==> src/shared/rss_pkg.sv <==
// shared constants for the rail strobe slot select register
package rss_pkg;

    // ------------------------------------------------------------
    // register map
    // ------------------------------------------------------------
    localparam logic [7:0] SLOT_REG_ADDR  = 8'h25;
    localparam logic [7:0] SLOT_REG_RESET = 8'h73;

    // ------------------------------------------------------------
    // field layout
    // ------------------------------------------------------------
    localparam int         FIELD_WIDTH    = 4;
    localparam int         SWITCH_LSB     = 4;
    localparam int         REGULATOR_LSB  = 0;
    localparam int         RAIL_COUNT     = 2;
    localparam int         RAIL_SWITCH    = 1;
    localparam int         RAIL_REGULATOR = 0;

    // ------------------------------------------------------------
    // slot codes
    // ------------------------------------------------------------
    localparam logic [3:0] SLOT_FIRST     = 4'h3;
    localparam logic [3:0] SLOT_LAST      = 4'hA;

    // ------------------------------------------------------------
    // write protection states
    // ------------------------------------------------------------
    typedef enum logic [1:0] {
        LOCK_CLOSED = 2'h1,
        LOCK_ARMED  = 2'h2
    } rss_lock_type;

endpackage : rss_pkg

==> src/shared/rss_slot_if.sv <==
// interface between the slot register and one rail's slot decoder
`timescale 1ns/1ps
interface rss_slot_if;
    logic [3:0] slot;
    logic       strobe_valid;
    logic [3:0] strobe_num;
    logic       managed;
    logic       hit;

    modport reg_side (
        output slot,
        output strobe_valid,
        output strobe_num,
        input  managed,
        input  hit
    );

    modport dec_side (
        input  slot,
        input  strobe_valid,
        input  strobe_num,
        output managed,
        output hit
    );
endinterface : rss_slot_if

==> src/rtl/rss_slot_decode.sv <==
// decodes one 4-bit strobe slot field against the running strobe
`timescale 1ns/1ps
module rss_slot_decode (
    rss_slot_if.dec_side port
);

    // ------------------------------------------------------------
    // slot decode
    // ------------------------------------------------------------
    // codes below the first slot and above the last leave the rail alone
    always_comb
    begin
        port.managed = (port.slot >= rss_pkg::SLOT_FIRST) &&
                       (port.slot <= rss_pkg::SLOT_LAST); // RULE2 RULE4
        port.hit     = port.managed && port.strobe_valid &&
                       (port.strobe_num == port.slot); // RULE3
    end

endmodule : rss_slot_decode

==> src/rtl/rss_top.sv <==
// sequencer slot register for the load switch and the linear regulator
//
// Operation
// RULE1: 8-bit slot register at 0x25, reset 0x73
// RULE2: codes 0h to 2h leave rail unsequenced
// RULE3: codes 3h to Ah enable rail at strobe
// RULE4: codes Bh to Fh leave rail unsequenced
// RULE5: load switch slot resets to 7h
// RULE6: regulator slot resets to 3h
// RULE7: writes accepted only after fresh password unlock
`timescale 1ns/1ps
module rss_top #(
    parameter int ADDR_WIDTH = 8
) (
    input  wire logic                  clock_i,
    input  wire logic                  rst_i,
    input  wire logic                  wr_en_i,
    input  wire logic                  rd_en_i,
    input  wire logic [ADDR_WIDTH-1:0] sub_addr_i,
    input  wire logic [7:0]            wr_data_i,
    input  wire logic                  unlock_i,
    input  wire logic                  strobe_valid_i,
    input  wire logic [3:0]            strobe_num_i,
    input  wire logic                  seq_clear_i,
    output logic [7:0]                 rd_data_o,
    output logic                       rd_valid_o,
    output logic                       wr_refused_o,
    output logic                       write_armed_o,
    output logic [3:0]                 load_switch_slot_o,
    output logic [3:0]                 regulator_slot_o,
    output logic                       switch_managed_o,
    output logic                       regulator_managed_o,
    output logic                       load_switch_en_o,
    output logic                       regulator_en_o
);

    // ------------------------------------------------------------
    // elaboration checks
    // ------------------------------------------------------------
    if (ADDR_WIDTH < 7)
    begin : g_bad_addr
        $error("rss_top: ADDR_WIDTH too narrow for the subaddress");
    end

    localparam logic [ADDR_WIDTH-1:0] MY_ADDR =
        ADDR_WIDTH'(rss_pkg::SLOT_REG_ADDR);

    // ------------------------------------------------------------
    // state
    // ------------------------------------------------------------
    logic [7:0]             switch_and_regulator_slot;
    logic [7:0]             next_slot_reg;
    rss_pkg::rss_lock_type  lock_state;
    rss_pkg::rss_lock_type  next_lock_state;
    logic [7:0]             next_rd_data;
    logic                   next_rd_valid;
    logic                   next_wr_refused;
    logic [1:0]             rail_en;
    logic [1:0]             next_rail_en;
    logic [1:0]             rail_managed;
    logic [1:0]             rail_hit;
    logic                   addr_hit;

    assign addr_hit = (sub_addr_i == MY_ADDR);

    // ------------------------------------------------------------
    // per-rail slot decoders
    // ------------------------------------------------------------
    for (genvar r = 0; r < rss_pkg::RAIL_COUNT; r++)
    begin : g_rail
        localparam int LSB = (r == rss_pkg::RAIL_SWITCH) ?
                             rss_pkg::SWITCH_LSB : rss_pkg::REGULATOR_LSB;
        rss_slot_if slot_if ();

        assign slot_if.slot =
            switch_and_regulator_slot[LSB +: rss_pkg::FIELD_WIDTH];
        assign slot_if.strobe_valid = strobe_valid_i;
        assign slot_if.strobe_num   = strobe_num_i;
        assign rail_managed[r]      = slot_if.managed;
        assign rail_hit[r]          = slot_if.hit;

        rss_slot_decode u_dec (
            .port (slot_if.dec_side)
        );
    end

    // ------------------------------------------------------------
    // register and write protection
    // ------------------------------------------------------------
    // one unlock buys exactly one write to this register, so a stray
    // later write cannot silently move a rail in the power-up order
    always_comb
    begin
        next_slot_reg   = switch_and_regulator_slot;
        next_lock_state = lock_state;
        next_wr_refused = 1'b0;
        case (lock_state)
            rss_pkg::LOCK_CLOSED:
            begin
                if (wr_en_i && addr_hit)
                begin
                    next_wr_refused = 1'b1; // RULE7
                end
                if (unlock_i)
                begin
                    next_lock_state = rss_pkg::LOCK_ARMED; // RULE7
                end
            end
            rss_pkg::LOCK_ARMED:
            begin
                if (wr_en_i && addr_hit)
                begin
                    next_slot_reg   = wr_data_i; // RULE1
                    next_lock_state = rss_pkg::LOCK_CLOSED; // RULE7
                end
            end
            default:
            begin
                next_lock_state = rss_pkg::LOCK_CLOSED;
            end
        endcase
    end

    always_ff @(posedge clock_i or posedge rst_i)
    begin
        if (rst_i)
        begin
            // reset value places the switch at slot 7, regulator at 3
            switch_and_regulator_slot <= rss_pkg::SLOT_REG_RESET; // RULE5 RULE6
            lock_state                <= rss_pkg::LOCK_CLOSED;
            wr_refused_o              <= 1'b0;
        end
        else
        begin
            switch_and_regulator_slot <= next_slot_reg;
            lock_state                <= next_lock_state;
            wr_refused_o              <= next_wr_refused;
        end
    end

    // ------------------------------------------------------------
    // read path
    // ------------------------------------------------------------
    // other subaddresses belong to neighbouring registers: no answer here
    always_comb
    begin
        next_rd_valid = rd_en_i && addr_hit;
        next_rd_data  = next_rd_valid ? switch_and_regulator_slot : 8'h00;
    end

    always_ff @(posedge clock_i or posedge rst_i)
    begin
        if (rst_i)
        begin
            rd_data_o  <= 8'h00;
            rd_valid_o <= 1'b0;
        end
        else
        begin
            rd_data_o  <= next_rd_data;
            rd_valid_o <= next_rd_valid;
        end
    end

    // ------------------------------------------------------------
    // rail enables
    // ------------------------------------------------------------
    // an enable set by a strobe holds until the sequence is cleared;
    // a strobe in the clearing cycle still wins
    always_comb
    begin
        next_rail_en = rail_en;
        if (seq_clear_i)
        begin
            next_rail_en = 2'h0;
        end
        next_rail_en = next_rail_en | rail_hit; // RULE3
    end

    always_ff @(posedge clock_i or posedge rst_i)
    begin
        if (rst_i)
        begin
            rail_en <= 2'h0;
        end
        else
        begin
            rail_en <= next_rail_en;
        end
    end

    // ------------------------------------------------------------
    // registered status outputs
    // ------------------------------------------------------------
    always_ff @(posedge clock_i or posedge rst_i)
    begin
        if (rst_i)
        begin
            write_armed_o       <= 1'b0;
            load_switch_slot_o  <= rss_pkg::SLOT_REG_RESET[
                rss_pkg::SWITCH_LSB +: rss_pkg::FIELD_WIDTH];
            regulator_slot_o    <= rss_pkg::SLOT_REG_RESET[
                rss_pkg::REGULATOR_LSB +: rss_pkg::FIELD_WIDTH];
            switch_managed_o    <= 1'b1;
            regulator_managed_o <= 1'b1;
            load_switch_en_o    <= 1'b0;
            regulator_en_o      <= 1'b0;
        end
        else
        begin
            write_armed_o       <= (next_lock_state == rss_pkg::LOCK_ARMED);
            load_switch_slot_o  <= next_slot_reg[
                rss_pkg::SWITCH_LSB +: rss_pkg::FIELD_WIDTH];
            regulator_slot_o    <= next_slot_reg[
                rss_pkg::REGULATOR_LSB +: rss_pkg::FIELD_WIDTH];
            switch_managed_o    <= rail_managed[rss_pkg::RAIL_SWITCH];
            regulator_managed_o <= rail_managed[rss_pkg::RAIL_REGULATOR];
            load_switch_en_o    <= next_rail_en[rss_pkg::RAIL_SWITCH];
            regulator_en_o      <= next_rail_en[rss_pkg::RAIL_REGULATOR];
        end
    end

endmodule : rss_top

==> config.mk <==
export PLATFORM = sky130hd
export DESIGN_NAME = rss_top
export DESIGN_NICKNAME = d
export VERILOG_FILES = /design/src/shared/rss_pkg.sv /design/src/shared/rss_slot_if.sv /design/src/rtl/rss_slot_decode.sv /design/src/rtl/rss_top.sv
export SDC_FILE = /design/constraint.sdc
export NUM_CORES = 1
export LEC_CHECK = 0
export BUFFER_PORTS_ARGS = -buffer_cell sky130_fd_sc_hd__buf_2
export CAP_MARGIN = 20
export CORE_MARGIN = 1.5
export CORE_UTILIZATION = 48
export CTS_CLUSTER_DIAMETER = 120
export DETAILED_ROUTE_END_ITERATION = 6
export GPL_TIMING_DRIVEN = 0
export HOLD_SLACK_MARGIN = 0.15
export PLACE_DENSITY = 0.82
export SLEW_MARGIN = 40
export SYNTH_ARGS = -nofsm -noshare
export SYNTH_HDL_FRONTEND = slang
export SYNTH_SLANG_ARGS = --single-unit
==> constraint.sdc <==
create_clock -name clock_i -period 3 [get_ports clock_i]
set_clock_uncertainty 0.1 [all_clocks]
set_input_delay 0 -clock clock_i [delete_from_list [all_inputs] [get_ports clock_i]]
set_output_delay 0 -clock clock_i [all_outputs]
set_load 0.02 [all_outputs]
## Yosys cells after proc, flatten, opt, wreduce, memory -nomap -nowiden

Index checks and enable logic that the tools add are counted.

| cells by class | value |
|---|---|
| order comparisons | 4 |
| equality and inequality tests | 6 |
| multiplexer cells | 9 |
| bitwise gates (word level) | 1 |
| reduce and logical (&&, ||, !) cells | 8 |

Operators by type and width:

| cell | number |
|---|---|
| 8-bit 2-to-1 mux | 3 |
| 4-bit == test | 2 |
| 8-bit by 6-bit == test with 1-bit output, second input constant | 1 |
| 4-bit by 2-bit greater-or-equal comparator with 1-bit output, second input constant | 2 |
| 4-bit less-or-equal comparator, second input constant | 2 |
| 1-bit logical AND | 8 |
| 2-bit 2-to-1 mux | 3 |
| 2-bit == test, second input constant | 2 |
| 2-bit case mux with 2 select lines | 1 |
| 2-bit by 1-bit == test with 1-bit output, second input constant | 1 |
| 1-bit 2-to-1 mux | 2 |
| 2-bit OR | 1 |

| word-level totals | value |
|---|---|
| register bits | 35 |
| output and inout port bits | 23 |
| word-level logic and storage cells | 41 |

## Logic depth before layout (Yosys ltp)

Gate-level depths: netlist of the first run.

| logic depth | value |
|---|---|
| depth after elaboration | 5 |
| mapped depth | 5 |
| gate-level depth less buffers | 5 |

## Cells and area by module

From an unflattened synthesis of the first run, not the netlist that was laid out.

| second synthesis, totals | value |
|---|---|
| cell total of the unflattened synthesis | 84 |
| area total of the unflattened synthesis | 1,101.1 um^2 |

By module, submodules not included:

| module | instances | cells an instance | area each (um^2) | seq. area each (um^2) |
|---|---|---|---|---|
| rss_top | 1 | 68 | 968.4 | 635.6 |
| rss_slot_decode | 2 | 8 | 66.3 | 0.0 |

## Worst setup path after synthesis of the first run

Ideal clock, no wire load.

| path | value |
|---|---|
| path type | register to register |
| start point | register lock_state[0] |
| end point | register lock_state[0] |
| library setup time | 0.092 ns |
| arrival time | 1.376 ns |
| setup slack | 1.432 ns |
| cell stages (with the launch flop) | 6 |
| path buffers | 0 |
| cells stage by stage | dfstp_2 > inv_1 > ha_1 > nand2_1 > nor3_4 > or3b_2 |

| between the ends | value |
|---|---|
| cells in the longest elaborated chain, start to end | 2 |
| elaborated cells between the ends (all ways) | 5 |
| classes of those cells | 2 x eq/ne; 3 x mux |

Ends and longest elaborated chain:

| item | line | source |
|---|---|---|
| start, declared | rss_top.sv:53 | `rss_pkg::rss_lock_type lock_state;` |
| start signal, assigned | rss_top.sv:130 | `lock_state <= rss_pkg::LOCK_CLOSED;` |
| start signal, assigned | rss_top.sv:136 | `lock_state <= next_lock_state;` |
| 2-bit == test, or another cell as far along | rss_top.sv:97 | `case (lock_state)` |
| 2-bit case mux with 2 select lines (*) | rss_top.sv:97 |  |
| net next_lock_state[0] | rss_top.sv:54 | `rss_pkg::rss_lock_type next_lock_state;` |

Mark *: on every way through the listed nets, which the timed path passes. The rest lies on a longest branch.

## Worst setup path in the final report of the first run

| path | value |
|---|---|
| start point | register lock_state[1] |
| end point | register regulator_slot_o[2] |

| between the ends | value |
|---|---|
| cells in the longest elaborated chain, start to end | 2 |

Ends and longest elaborated chain:

| item | line | source |
|---|---|---|
| 2-bit == test | rss_top.sv:97 |  |
| 8-bit 2-to-1 mux | rss_top.sv:97 |  |
| end signal, assigned | rss_top.sv:202 | `regulator_slot_o <= rss_pkg::SLOT_REG_RESET[` |
| end signal, assigned | rss_top.sv:214 | `regulator_slot_o <= next_slot_reg[` |
| end, declared | rss_top.sv:30 | `output logic [3:0] regulator_slot_o,` |

No other way between the ends.

==> impl_summary.md, run 1 <==
Run status
The flow ran to the end, and the final reports show no timing, DRC or antenna violations.

Worst setup path
The worst register-to-register path has a setup slack of 650 ps. The timing startpoint of the critical path is lock_state[1]. STA classifies the critical path startpoint as a flip-flop. The startpoint identified for the worst register-to-register timing path is lock_state[1].

The data required time of the critical path is 3120 ps. The worst setup path is captured at a flip-flop. The category of the critical setup timing path is reg2reg. Along the worst path, the maximum fanout reaches 10.

The terminus of the critical flop-to-flop path is regulator_slot_o[2]. The most critical setup path has its endpoint at regulator_slot_o[2]. Counting cells, the worst reg-to-reg path comes to 5. The data arrival at the endpoint of the critical path is 2460 ps.

Yosys
The top cell type by total area after synthesis is sky130_fd_sc_hd__dfrtp_1. Of the post-synthesis cell area, the dominant cell type holds 39.40%. The most used standard cell by instance count after synthesis is sky130_fd_sc_hd__dfrtp_1. The average instance area after synthesis is 13.33 um2. In this run, synthesis inferred 0 flip-flops with an integrated enable. Synthesis produced a netlist whose cell count is 81. Counting flops with an async set or reset pin after synthesis yields a share of 100.0%. The leading register cell type out of synthesis is sky130_fd_sc_hd__dfrtp_1.

The number of register bits inferred by synthesis is 25. The share of synthesized area occupied by flip-flops and latches is 58.86%. Counting every net in the synthesized netlist gives 110. The number of distinct standard cells referenced by the synthesized netlist is 24. After synthesis, the most frequently instantiated cells are sky130_fd_sc_hd__dfrtp_1, sky130_fd_sc_hd__and2_1, sky130_fd_sc_hd__dfstp_2, sky130_fd_sc_hd__mux2_2.

The count of synthesis-stage warnings from yosys is 0. By area the synthesized netlist is led by sky130_fd_sc_hd__dfrtp_1, sky130_fd_sc_hd__dfstp_2, sky130_fd_sc_hd__mux2_2. After synthesis the cells add up to 0.001080 mm2.

Global routing
The wire length of the first global-routing pass is 4347 um. Global routing used 23.65% of the available tracks. The via count of the first global-routing pass is 945.

The number of antenna violations at the first check in global routing is 0. The maximum number of pins on one net before global-route repair is 26. For this run the aggregate overflow at the end of global routing stands at 0.

Pwr
The power per standard cell area is 424.0 mW/mm2. Across the VDD grid, the largest voltage drop is 0.0004297 V. For this design the static power due to leakage is 0.0009377 uW.

Route
Using the TritonRoute via totals, the vias-per-cell ratio works out to 4.825. The via count is 912. The remaining antenna violation count is 0. The pre-antenna-repair detailed-routing pass consisted of 4 iterations. The violation count after the first detailed-routing iteration is 15. The routed design has 2587 um of wire.

For this run, design rule violations remaining after detail routing come to 0. After detailed routing, the average wire length per cell comes to 13.69 um.

Clock network
The clock passes through at most 2 buffers. The clock network latency to the later pin of the worst-skew pair is 320 ps. Counting the buffers created by CTS gives 3. The clock tree from TritonCTS is done. Counting every sink on the clock net gives 25. The post-CTS setup repair buffer count is 0. Hold repair after CTS inserted 28 buffers. The number of resized instances in the post-cts repair step is 0. The clock edge transition at the registers on the reported setup and hold paths is 140 ps. The clock tree root buffer cell is sky130_fd_sc_hd__clkbuf_4. The H-tree depth reported by CTS is 1.

STA
The number of failing hold endpoints at the final stage is 0. Setup repair after global routing left no endpoint under its margin. The max-slew violation count is 0. The setup TNS is 0 ps. The setup-violating endpoint count in the final report is 0. The clock period minus final worst setup slack is 2346 ps. The worst path uses 78.20% of the clock period. The highest achievable clock rate is 0.4263 GHz. The worst max-slew margin expressed relative to the limit is 67.30%.

The measured slew at the worst slew-check pin is 489.8 ps.

Place
The weighted congestion reported at the end of routability-driven placement is 0.7925. Counting tap cells, the placed design contains a total of 157 instances. The total cell area at the placement stage is 0.001359 mm2. The count of buffers added on input and output ports is 49. The estimated wirelength of the detail-placed design is 1628 um.

Floorplanning
From left edge to right edge, the die measures 50.43 um. The floorplan step defined a core boundary enclosing 0.002042 mm2. The number of top-level pins is 50. The die height is 50.43 um. For this configuration, the core starts out at a cell density of 52.88%. The die covers 0.002543 mm2. The floorplan has 16 rows.

Layout
Cells with a size suffix above 1 make up 45.06% of the layout. The number of antenna cells inserted is 0. The number of nets at the end of the flow is 192.

The finished layout holds 189 standard cells, fillers aside. Compared with the post-synthesis result, the final layout area differs by 54.35%. After routing the design area is 0.001667 mm2.

Hold path
Counting instances, the worst hold path has a depth of 4. The worst hold-check path type is in2reg.

Job
Across the run, the number of max-cap violations was 0.
cell families after synthesis:
kind of cell | Yosys count | synth area share [%]
xor gates and xnor gates | 10 | 8.111
muxes | 8 | 8.343
adders and majority gates | 2 | 2.317
buffers and inverters | 6 | 2.086
DFF | 25 | 58.86
and+or+nand+nor | 21 | 14.60
AOI/OAI and AO/OA | 9 | 5.678
cell type report:
type,count,area (um2)
Clock buffer,3,22.52
Multi-Input combinational cell,50,421.7
Fill cell,129,375.4
Tap cell,27,33.78
Clock inverter,1,5.005
Timing Repair Buffer,77,525.5
Sequential cell,25,635.6
Inverter,6,22.52
stage by stage:
stage / hold WS [ps] / util (%) / setup WS [ps] / total power (uW)
after floorplan: -78.61 / - / 1432 / 480.8
after global placement: 119.8 / 66.54 / 1281 / 521.0
after detailed placement: -46.37 / 66.54 / 1255 / 530.1
after CTS: 223.5 / 81.62 / 714.5 / 706.0
after global routing: 281.3 / 81.62 / 496.9 / 747.3
final: 222.0 / 81.62 / 654.1 / 706.6
placed cells by master (no fill, tap or decap), drive strengths merged, types with 2 or more instances in the layout:
cell type	count
clkbuf	3
xnor2	4
nor3	4
a41o	2
buf	49
dlygate4sd3	28
inv	6
dfstp	8
ha	2
xor2	6
dfrtp	17
a21oi	3
and2	8
mux2	8
o21ai	2
nor2b	3
sequential cells by signal, indices dropped and copies added, names as in the netlist:
name                       flops
rd_data_o                      8
load_switch_slot_o             4
regulator_slot_o               3
lock_state                     2
load_switch_en_o               1
rail_en                        1
rd_valid_o                     1
regulator_managed_o            1
switch_and_regulator_slot      1
switch_managed_o               1
wr_refused_o                   1
write_armed_o                  1
layer usage:
layer	up-vias	global-route usage, %	wire length [um]
met1	438	29.96	1090
li1	439	-	-
met3	0	5.357	119
met4	0	8.108	0
met5	-	0	0
met2	35	39.91	1377
worst max-delay path, stage by stage, from the launching register on:
cell and delay [ps]:
sky130_fd_sc_hd__dfrtp_1 440, sky130_fd_sc_hd__ha_1 230, sky130_fd_sc_hd__nand2_1 100, sky130_fd_sc_hd__nor3_4 390, sky130_fd_sc_hd__mux2_1 390, sky130_fd_sc_hd__dlygate4sd3_1 580
power by group:
part | internal, uW | switching (uW)
registers | 366 | 17.8
clock network | 49.9 | 102
logic | 91.3 | 79.8
total | 507 | 200
how the worst min path moves through the flow:
stage,start,endpoint,slack [ps]
after global routing,sub_addr_i[1],write_armed_o,280
after floorplan,rst_i,load_switch_en_o,-80
after global placement,rst_i,rd_data_o[0],120
after detailed placement,rst_i,rd_valid_o,-50
after CTS,sub_addr_i[1],write_armed_o,220
final,sub_addr_i[1],write_armed_o,220
(Power assumes the default switching activity.)
==> run 2, diff against run 1 <==
--- a/config.mk
+++ b/config.mk
@@ -8,12 +8,12 @@
 export BUFFER_PORTS_ARGS = -buffer_cell sky130_fd_sc_hd__buf_2
 export CAP_MARGIN = 20
 export CORE_MARGIN = 1.5
-export CORE_UTILIZATION = 48
+export CORE_UTILIZATION = 45
 export CTS_CLUSTER_DIAMETER = 120
 export DETAILED_ROUTE_END_ITERATION = 6
 export GPL_TIMING_DRIVEN = 0
 export HOLD_SLACK_MARGIN = 0.15
-export PLACE_DENSITY = 0.82
+export PLACE_DENSITY = 0.77
 export SLEW_MARGIN = 40
 export SYNTH_ARGS = -nofsm -noshare
 export SYNTH_HDL_FRONTEND = slang
==> constraint.sdc (replaced) <==
create_clock -name clock_i -period 2.4 [get_ports clock_i]
set_clock_uncertainty 0.1 [all_clocks]
set_input_delay 0 -clock clock_i [delete_from_list [all_inputs] [get_ports clock_i]]
set_output_delay 0 -clock clock_i [all_outputs]
set_load 0.02 [all_outputs]
==> run 2 against run 1 <==
Against the previous run: non-clock buffer count unchanged; power increased by 29%; worst setup slack lost 590 ps; cell area grew 1.4%; register-to-register slack got worse by 590 ps; sequential power is 25% higher; fmax up 0.55%; critical path depth did not move; count of clock-buffer cells in the layout did not move; largest power group unchanged.
==> impl_summary.md, run 2 (same netlist as run 1, synthesis figures left out) <==
Worst setup path
The type of destination of the critical path is a flip-flop. The largest delay contributor family on the critical path is buffers and inverters. The category of the critical setup timing path is reg2reg. Counting both buffers and inverters, the worst setup path holds a total of 1. Of all nets on the critical path, the largest fanout is 5. On the critical path, the stage with the largest delay is an instance of sky130_fd_sc_hd__dlygate4sd3_1.

The largest single stage delay on the critical path is 570 ps. The kind of start point of the critical path is a flip-flop. Traced cell by cell, the critical path runs through ha_2 > nand2_1 > nor3_4 > mux2_2 > dlygate4sd3_1. The data required time of the critical path is 2510 ps.

The data arrival at the endpoint of the critical path is 2440 ps.

Clock network
The clock edge transition at the registers on the reported setup and hold paths is 140 ps. The number of buffers added by the clock tree synthesis step is 3. The clock tree root buffer cell is sky130_fd_sc_hd__clkbuf_4. The total number of clock tree sinks is 25. The clock network latency to the later pin of the worst-skew pair is 320 ps. The maximum buffer depth of the clock tree is 2. In this run the number of H-tree levels came out at 1. The post-CTS setup repair buffer count is 0. The clock tree from TritonCTS is done.

Route
In the routed design, unresolved DRC markers number 0. After detailed routing, the average wire length per cell comes to 14.15 um. The pre-antenna-repair detailed-routing pass consisted of 4 iterations. The via density per instance is 5.021. The routed wire length is 2703 um. The remaining antenna violation count is 0. Detailed routing inserted a total of 959 vias. In this run, the number of DRC markers left after iteration 0 of detailed routing was 22.

Job
Across the run, the number of max-cap violations was 0.

Place
Once placement completed, the tool counted placed cells totaling 158. In this run the cell area measured after placement is 0.001360 mm2. The congestion estimate from routability-driven global placement came to 0.7817. Detailed placement finished with a half-perimeter wire length of 1750 um.

The number of port buffers is 49. The pre-CTS worst setup slack is 650.9 ps.

Floorplanning
From left edge to right edge, the die measures 51.99 um. The total area inside the core boundary comes to 0.002233 mm2. The area enclosed by the die boundary is 0.002702 mm2.

The number of top-level pins is 50. For this configuration, the core starts out at a cell density of 48.35%. The floorplan step set the die height to 51.99 um. The floorplan has 17 rows.

STA
The number of failing hold endpoints at the final stage is 0. The final worst-path cycle share is 97.21%. Summed over all failing endpoints, the final setup total negative slack is 0 ps. Setup violations remaining at the end of the flow were counted as 0. Setup slack on the critical path of the routed design comes to 67.02 ps. For the pin with the worst max-slew slack, the measured transition is 498.8 ps.

Setup repair after global routing could not meet its margin everywhere. The max-slew violation count is 0. Counting I/O delays and the setup requirement, the final critical path takes 2333 ps. Measured against its own limit, the worst slew margin works out to 66.70%.

Static timing analysis puts the maximum clock frequency at 0.4286 GHz.

Global routing
The number of antenna violations at the first check in global routing is 0. Entering global routing, the biggest net connects 26 pins. The first global-routing pass estimated 4098 um of wire. The total track usage is 21.12%. After global routing the overflow that remains totals 0. The via count of the first global-routing pass is 923.

Run status
The run finished with clean final reports.

Layout
The number of flip-flops in the largest register is 8. In the layout the commonest cells are sky130_fd_sc_hd__buf_2, sky130_fd_sc_hd__dlygate4sd3_1, sky130_fd_sc_hd__dfrtp_1, sky130_fd_sc_hd__and2_1, sky130_fd_sc_hd__dfstp_2. The area of all placed cells without fillers is 0.001689 mm2. The most common library cell in the layout ignoring fill and taps is sky130_fd_sc_hd__buf_2. At the end of the flow, the number of nets in the layout was 193. Excluding fillers, the count of instances in the completed layout stands at 191. Ranked by flip-flop count, first place goes to rd_data_o.

The largest registers in the layout are rd_data_o (8), load_switch_slot_o (4), regulator_slot_o (3). From synthesis to final layout, the design area changed by 56.43%. The number of antenna cells inserted is 0. The post-route netlist has 46.01% of its cells at a drive strength greater than 1.

Pwr
In this run the power density over the cells is 539.1 mW/mm2. The static power due to leakage is 0.0009465 uW. The maximum resistive drop on vdd is 0.0004443 V.

The completed layout was analyzed and its total power is 910.5 uW.

Hold path
The path class of the tightest hold or removal check is in2reg.
## run 2: worst paths after layout
path	start	endpoint	slack, ps	cells after the start
max	lock_state[1]	load_switch_slot_o[3]	70	5
min	sub_addr_i[1]	write_armed_o	260	4
max reg2reg	lock_state[1]	load_switch_slot_o[3]	70	5
min reg2reg	load_switch_slot_o[2]	rd_data_o[6]	470	1
max in group asynchronous	rst_i	switch_managed_o	1130	4
min in group asynchronous	rst_i	rd_data_o[2]	700	4
## run 2: timing repair
action / CTS / global route
hold buffers: 28 / 0
endpoints found under the setup margin: 0 / 5
hold endpoints to repair: 48 / 0
gates resized for setup: 0 / 2
## run 2: stage by stage
| stage | hold WS (ps) | util [%] |
|---|---|---|
| floorplan | -78.61 | - |
| global placement | 117.3 | 60.90 |
| detailed placement | -48.52 | 60.90 |
| CTS | 256.6 | 74.79 |
| global route | 283.6 | 75.63 |
| finish | 264.7 | 75.63 |
## run 2: where the power goes
group	switching, uW	internal (uW)	leakage (uW)
sequential	23.4	457	0.000319
clock	125	63.6	0.0000139
combinational	121	121	0.000613
## run 2: worst reg2reg max path, stage by stage (launching register included)
cell and delay (ps):
sky130_fd_sc_hd__dfrtp_1 440, sky130_fd_sc_hd__ha_2 250, sky130_fd_sc_hd__nand2_1 170, sky130_fd_sc_hd__nor3_4 330, sky130_fd_sc_hd__mux2_2 370, sky130_fd_sc_hd__dlygate4sd3_1 570
## run 2: area by class of cell
| class | instances | area [um2] |
|---|---|---|
| clock buffer | 3 | 22.52 |
| clock inverter | 1 | 7.507 |
| fill | 150 | 544.3 |
| inverter | 6 | 22.52 |
| multi-input combinational | 51 | 440.4 |
| sequential | 25 | 635.6 |
| tap | 28 | 35.03 |
| timing repair buffer | 77 | 525.5 |
## run 2: per-layer routing
layer | share of wire (%) | track usage (%)
met1 | 40 | 24.67
met5 | 0 | 0
met3 | 5.1 | 2.586
met2 | 53 | 38.82
met4 | 2.4 | 8.333
==> run 3, diff against run 2 <==
--- a/config.mk
+++ b/config.mk
@@ -7,13 +7,15 @@
 export LEC_CHECK = 0
 export BUFFER_PORTS_ARGS = -buffer_cell sky130_fd_sc_hd__buf_2
 export CAP_MARGIN = 20
+export CORE_ASPECT_RATIO = 2
 export CORE_MARGIN = 1.5
-export CORE_UTILIZATION = 45
+export CORE_UTILIZATION = 41
 export CTS_CLUSTER_DIAMETER = 120
 export DETAILED_ROUTE_END_ITERATION = 6
 export GPL_TIMING_DRIVEN = 0
 export HOLD_SLACK_MARGIN = 0.15
-export PLACE_DENSITY = 0.77
+export PLACE_DENSITY = 0.74
+export SETUP_SLACK_MARGIN = 0.1
 export SLEW_MARGIN = 40
 export SYNTH_ARGS = -nofsm -noshare
 export SYNTH_HDL_FRONTEND = slang
==> constraint.sdc (replaced) <==
create_clock -name clock_i -period 2 [get_ports clock_i]
set_clock_uncertainty 0.1 [all_clocks]
set_input_delay 0 -clock clock_i [delete_from_list [all_inputs] [get_ports clock_i]]
set_output_delay 0 -clock clock_i [all_outputs]
set_load 0.02 [all_outputs]
==> run 3 against run 2 <==
Against the previous run: sequential cell count is the same; final cell count decreased by 5.2%; wire length down 11%; power up 21%; critical endpoint is now rail_en[0]; global-route usage fell by 2.2 points.
==> impl_summary.md, run 3 (same netlist as run 1, synthesis figures left out) <==
Layout
The library cells used most frequently in the layout, excluding fill and tap cells, are sky130_fd_sc_hd__buf_2, sky130_fd_sc_hd__dlygate4sd3_1, sky130_fd_sc_hd__dfrtp_1, sky130_fd_sc_hd__and2_1, sky130_fd_sc_hd__dfstp_2. The largest register by flop count is rd_data_o. Leaving out fill and tap cells, the most frequent cell in the layout is sky130_fd_sc_hd__buf_2. The number of antenna cells inserted is 0. The largest registers in the layout are rd_data_o (8), load_switch_slot_o (4), regulator_slot_o (3). Cells with a size suffix above 1 make up 49.02% of the layout. The synthesis-to-finish area growth is 48.67%. The number of flip-flops in the largest register is 8.

After the last flow step, the layout net total stands at 183. For this run, the number of standard cells in the final layout without fillers is 181.

Worst setup path
For the worst setup path, the data required time is 2040 ps. The worst setup path is launched from a flip-flop. The longest individual stage delay on the worst path is 570 ps. The data arrival at the endpoint of the critical path is 1860 ps. STA classifies the critical path endpoint as a flip-flop. The worst-case register-to-register setup slack is 180 ps. Traced cell by cell, the critical path runs through xor2_1 > nor3_2 > a41o_1 > dlygate4sd3_1. Together, buffers and inverters on the worst path number 1. The category of the critical setup timing path is reg2reg. The largest delay contributor family on the critical path is flip-flops. The critical-path maximum fanout is 5. The slowest cell on the critical path is sky130_fd_sc_hd__dfstp_2.

Global routing
Entering global routing, the biggest net connects 26 pins. After global routing the overflow that remains totals 0. The via count of the first global-routing pass is 958. Global routing used 18.95% of the available tracks across all layers.

The number of antenna violations at the first check in global routing is 0. The first global-routing pass estimated 3905 um of wire.

Clock network
For the worst-skew pair, the clock arrives at the later sink with an insertion delay of 260 ps. The clock tree root buffer cell is sky130_fd_sc_hd__clkbuf_8. The H-tree depth reported by CTS is 1. After clock tree synthesis, the clock-pin slew on the worst setup and hold paths is 80 ps. Counting every sink on the clock net gives 25. The clock passes through at most 2 buffers. TritonCTS built the clock tree. TritonCTS created 3 clock buffers.

STA
The number of failing hold endpoints at the final stage is 0. Setup repair after global routing left no endpoint under its margin. The max-slew violation count is 0. The highest achievable clock rate is 0.5504 GHz.

The setup TNS is 0 ps. The worst max-slew margin expressed relative to the limit is 66.26%. For the pin with the worst max-slew slack, the measured transition is 505.3 ps.

The final worst-path cycle share is 90.84%. The setup-violating endpoint count in the final report is 0. The clock period minus final worst setup slack is 1817 ps.

Place
In this run, placement finished with an instance count of 158. In this run the tool buffered the top-level ports with 49 buffer cells. Routability-driven placement finished with a final weighted congestion of 0.7076. The estimated wirelength of the detail-placed design is 1851 um.

Pwr
The static power due to leakage is 0.0008833 uW. The maximum resistive drop on vdd is 0.0004558 V. Power spread over the standard cell area amounts to 684.2 mW/mm2.

Floorplanning
The row count is 26. The initial standard-cell utilization of the core is 42.55%. The die outline width is 39.29 um. The number of top-level pins is 50. Measured along the y axis, the die boundary spans 75.58 um. The area enclosed by the die boundary is 0.002969 mm2.

The floorplan step defined a core boundary enclosing 0.002537 mm2.

Route
The via density per instance is 4.895. After detailed routing, the number of remaining DRC violations is 0. The violation count after the first detailed-routing iteration is 24. The via count is 886. The remaining antenna violation count is 0. The final layout contains routed wiring with a total length of 2405 um. For this run, the detailed router's first-pass iteration total came to 2. The routed wire length per instance is 13.29 um.

Hold path
The worst hold-check path type is in2reg.

Job
Max-cap violations in this run came to 0.

Run status
The flow ran to the end, and the final reports show no timing, DRC or antenna violations.
-- run 3: worst paths after layout --
kind / endpoint / start / depth (start not counted)
worst max register to register: rail_en[0] / regulator_slot_o[0] / 4
min in group asynchronous: write_armed_o / rst_i / 3
worst min-delay path: lock_state[1] / sub_addr_i[1] / 4
worst max-delay path: rail_en[0] / regulator_slot_o[0] / 4
worst min register to register: rd_data_o[0] / regulator_slot_o[0] / 1
max in group asynchronous: load_switch_slot_o[2] / rst_i / 3
-- run 3: where the power goes --
part           total [uW]  switching [uW]  internal [uW]
Clock                 284             142            142
Sequential            572            24.0            548
Combinational         242             120            121
Total                1100             287            811
-- run 3: layer usage --
metal | wire length (um) | GRT usage [%] | up-vias
met3 | 87 | 2.041 | 2
met2 | 1520 | 38.33 | 30
li1 | - | - | 420
met1 | 777 | 17.76 | 434
met5 | 0 | 0 | -
met4 | 20 | 6.897 | 0
-- run 3: per-stage QoR --
| step | hold WS [ps] | power, uW | util, % | setup WS, ps | instance area [um2] |
|---|---|---|---|---|---|
| 3_3_place_gp | 118.2 | 783.5 | 53.60 | 278.4 | 1360 |
| 6_report | 167.6 | 1098 | 63.26 | 183.2 | 1605 |
| 2_1_floorplan | -78.61 | 721.2 | - | 431.8 | 1080 |
| 3_5_place_dp | -46.67 | 803.6 | 53.60 | 236.1 | 1360 |
| 4_1_cts | 161.6 | 1107 | 62.48 | 180.5 | 1585 |
| 5_1_grt | 198.6 | 1160 | 63.26 | 112.6 | 1605 |
-- run 3: cell type report --
cell class              instances  area (um2)
fillers                       216       932.1
well taps                      28       35.03
inverters                       6       22.52
flip-flops and latches         25       635.6
repair buffers                 68       432.9
clock buffers                   4       45.04
multi-input cells              50       434.2
-- run 3: worst reg2reg max path, cell delays in order (launching register included) --
cell,delay (ps)
sky130_fd_sc_hd__dfstp_2,570
sky130_fd_sc_hd__xor2_1,180
sky130_fd_sc_hd__nor3_2,60
sky130_fd_sc_hd__a41o_1,230
sky130_fd_sc_hd__dlygate4sd3_1,550
-- run 3: timing repair --
action,4_1_cts,5_1_grt
endpoints found under the setup margin,0,1
setup buffers,0,1
hold buffers,18,0
gates resized for setup,0,2
hold endpoints to repair,47,0
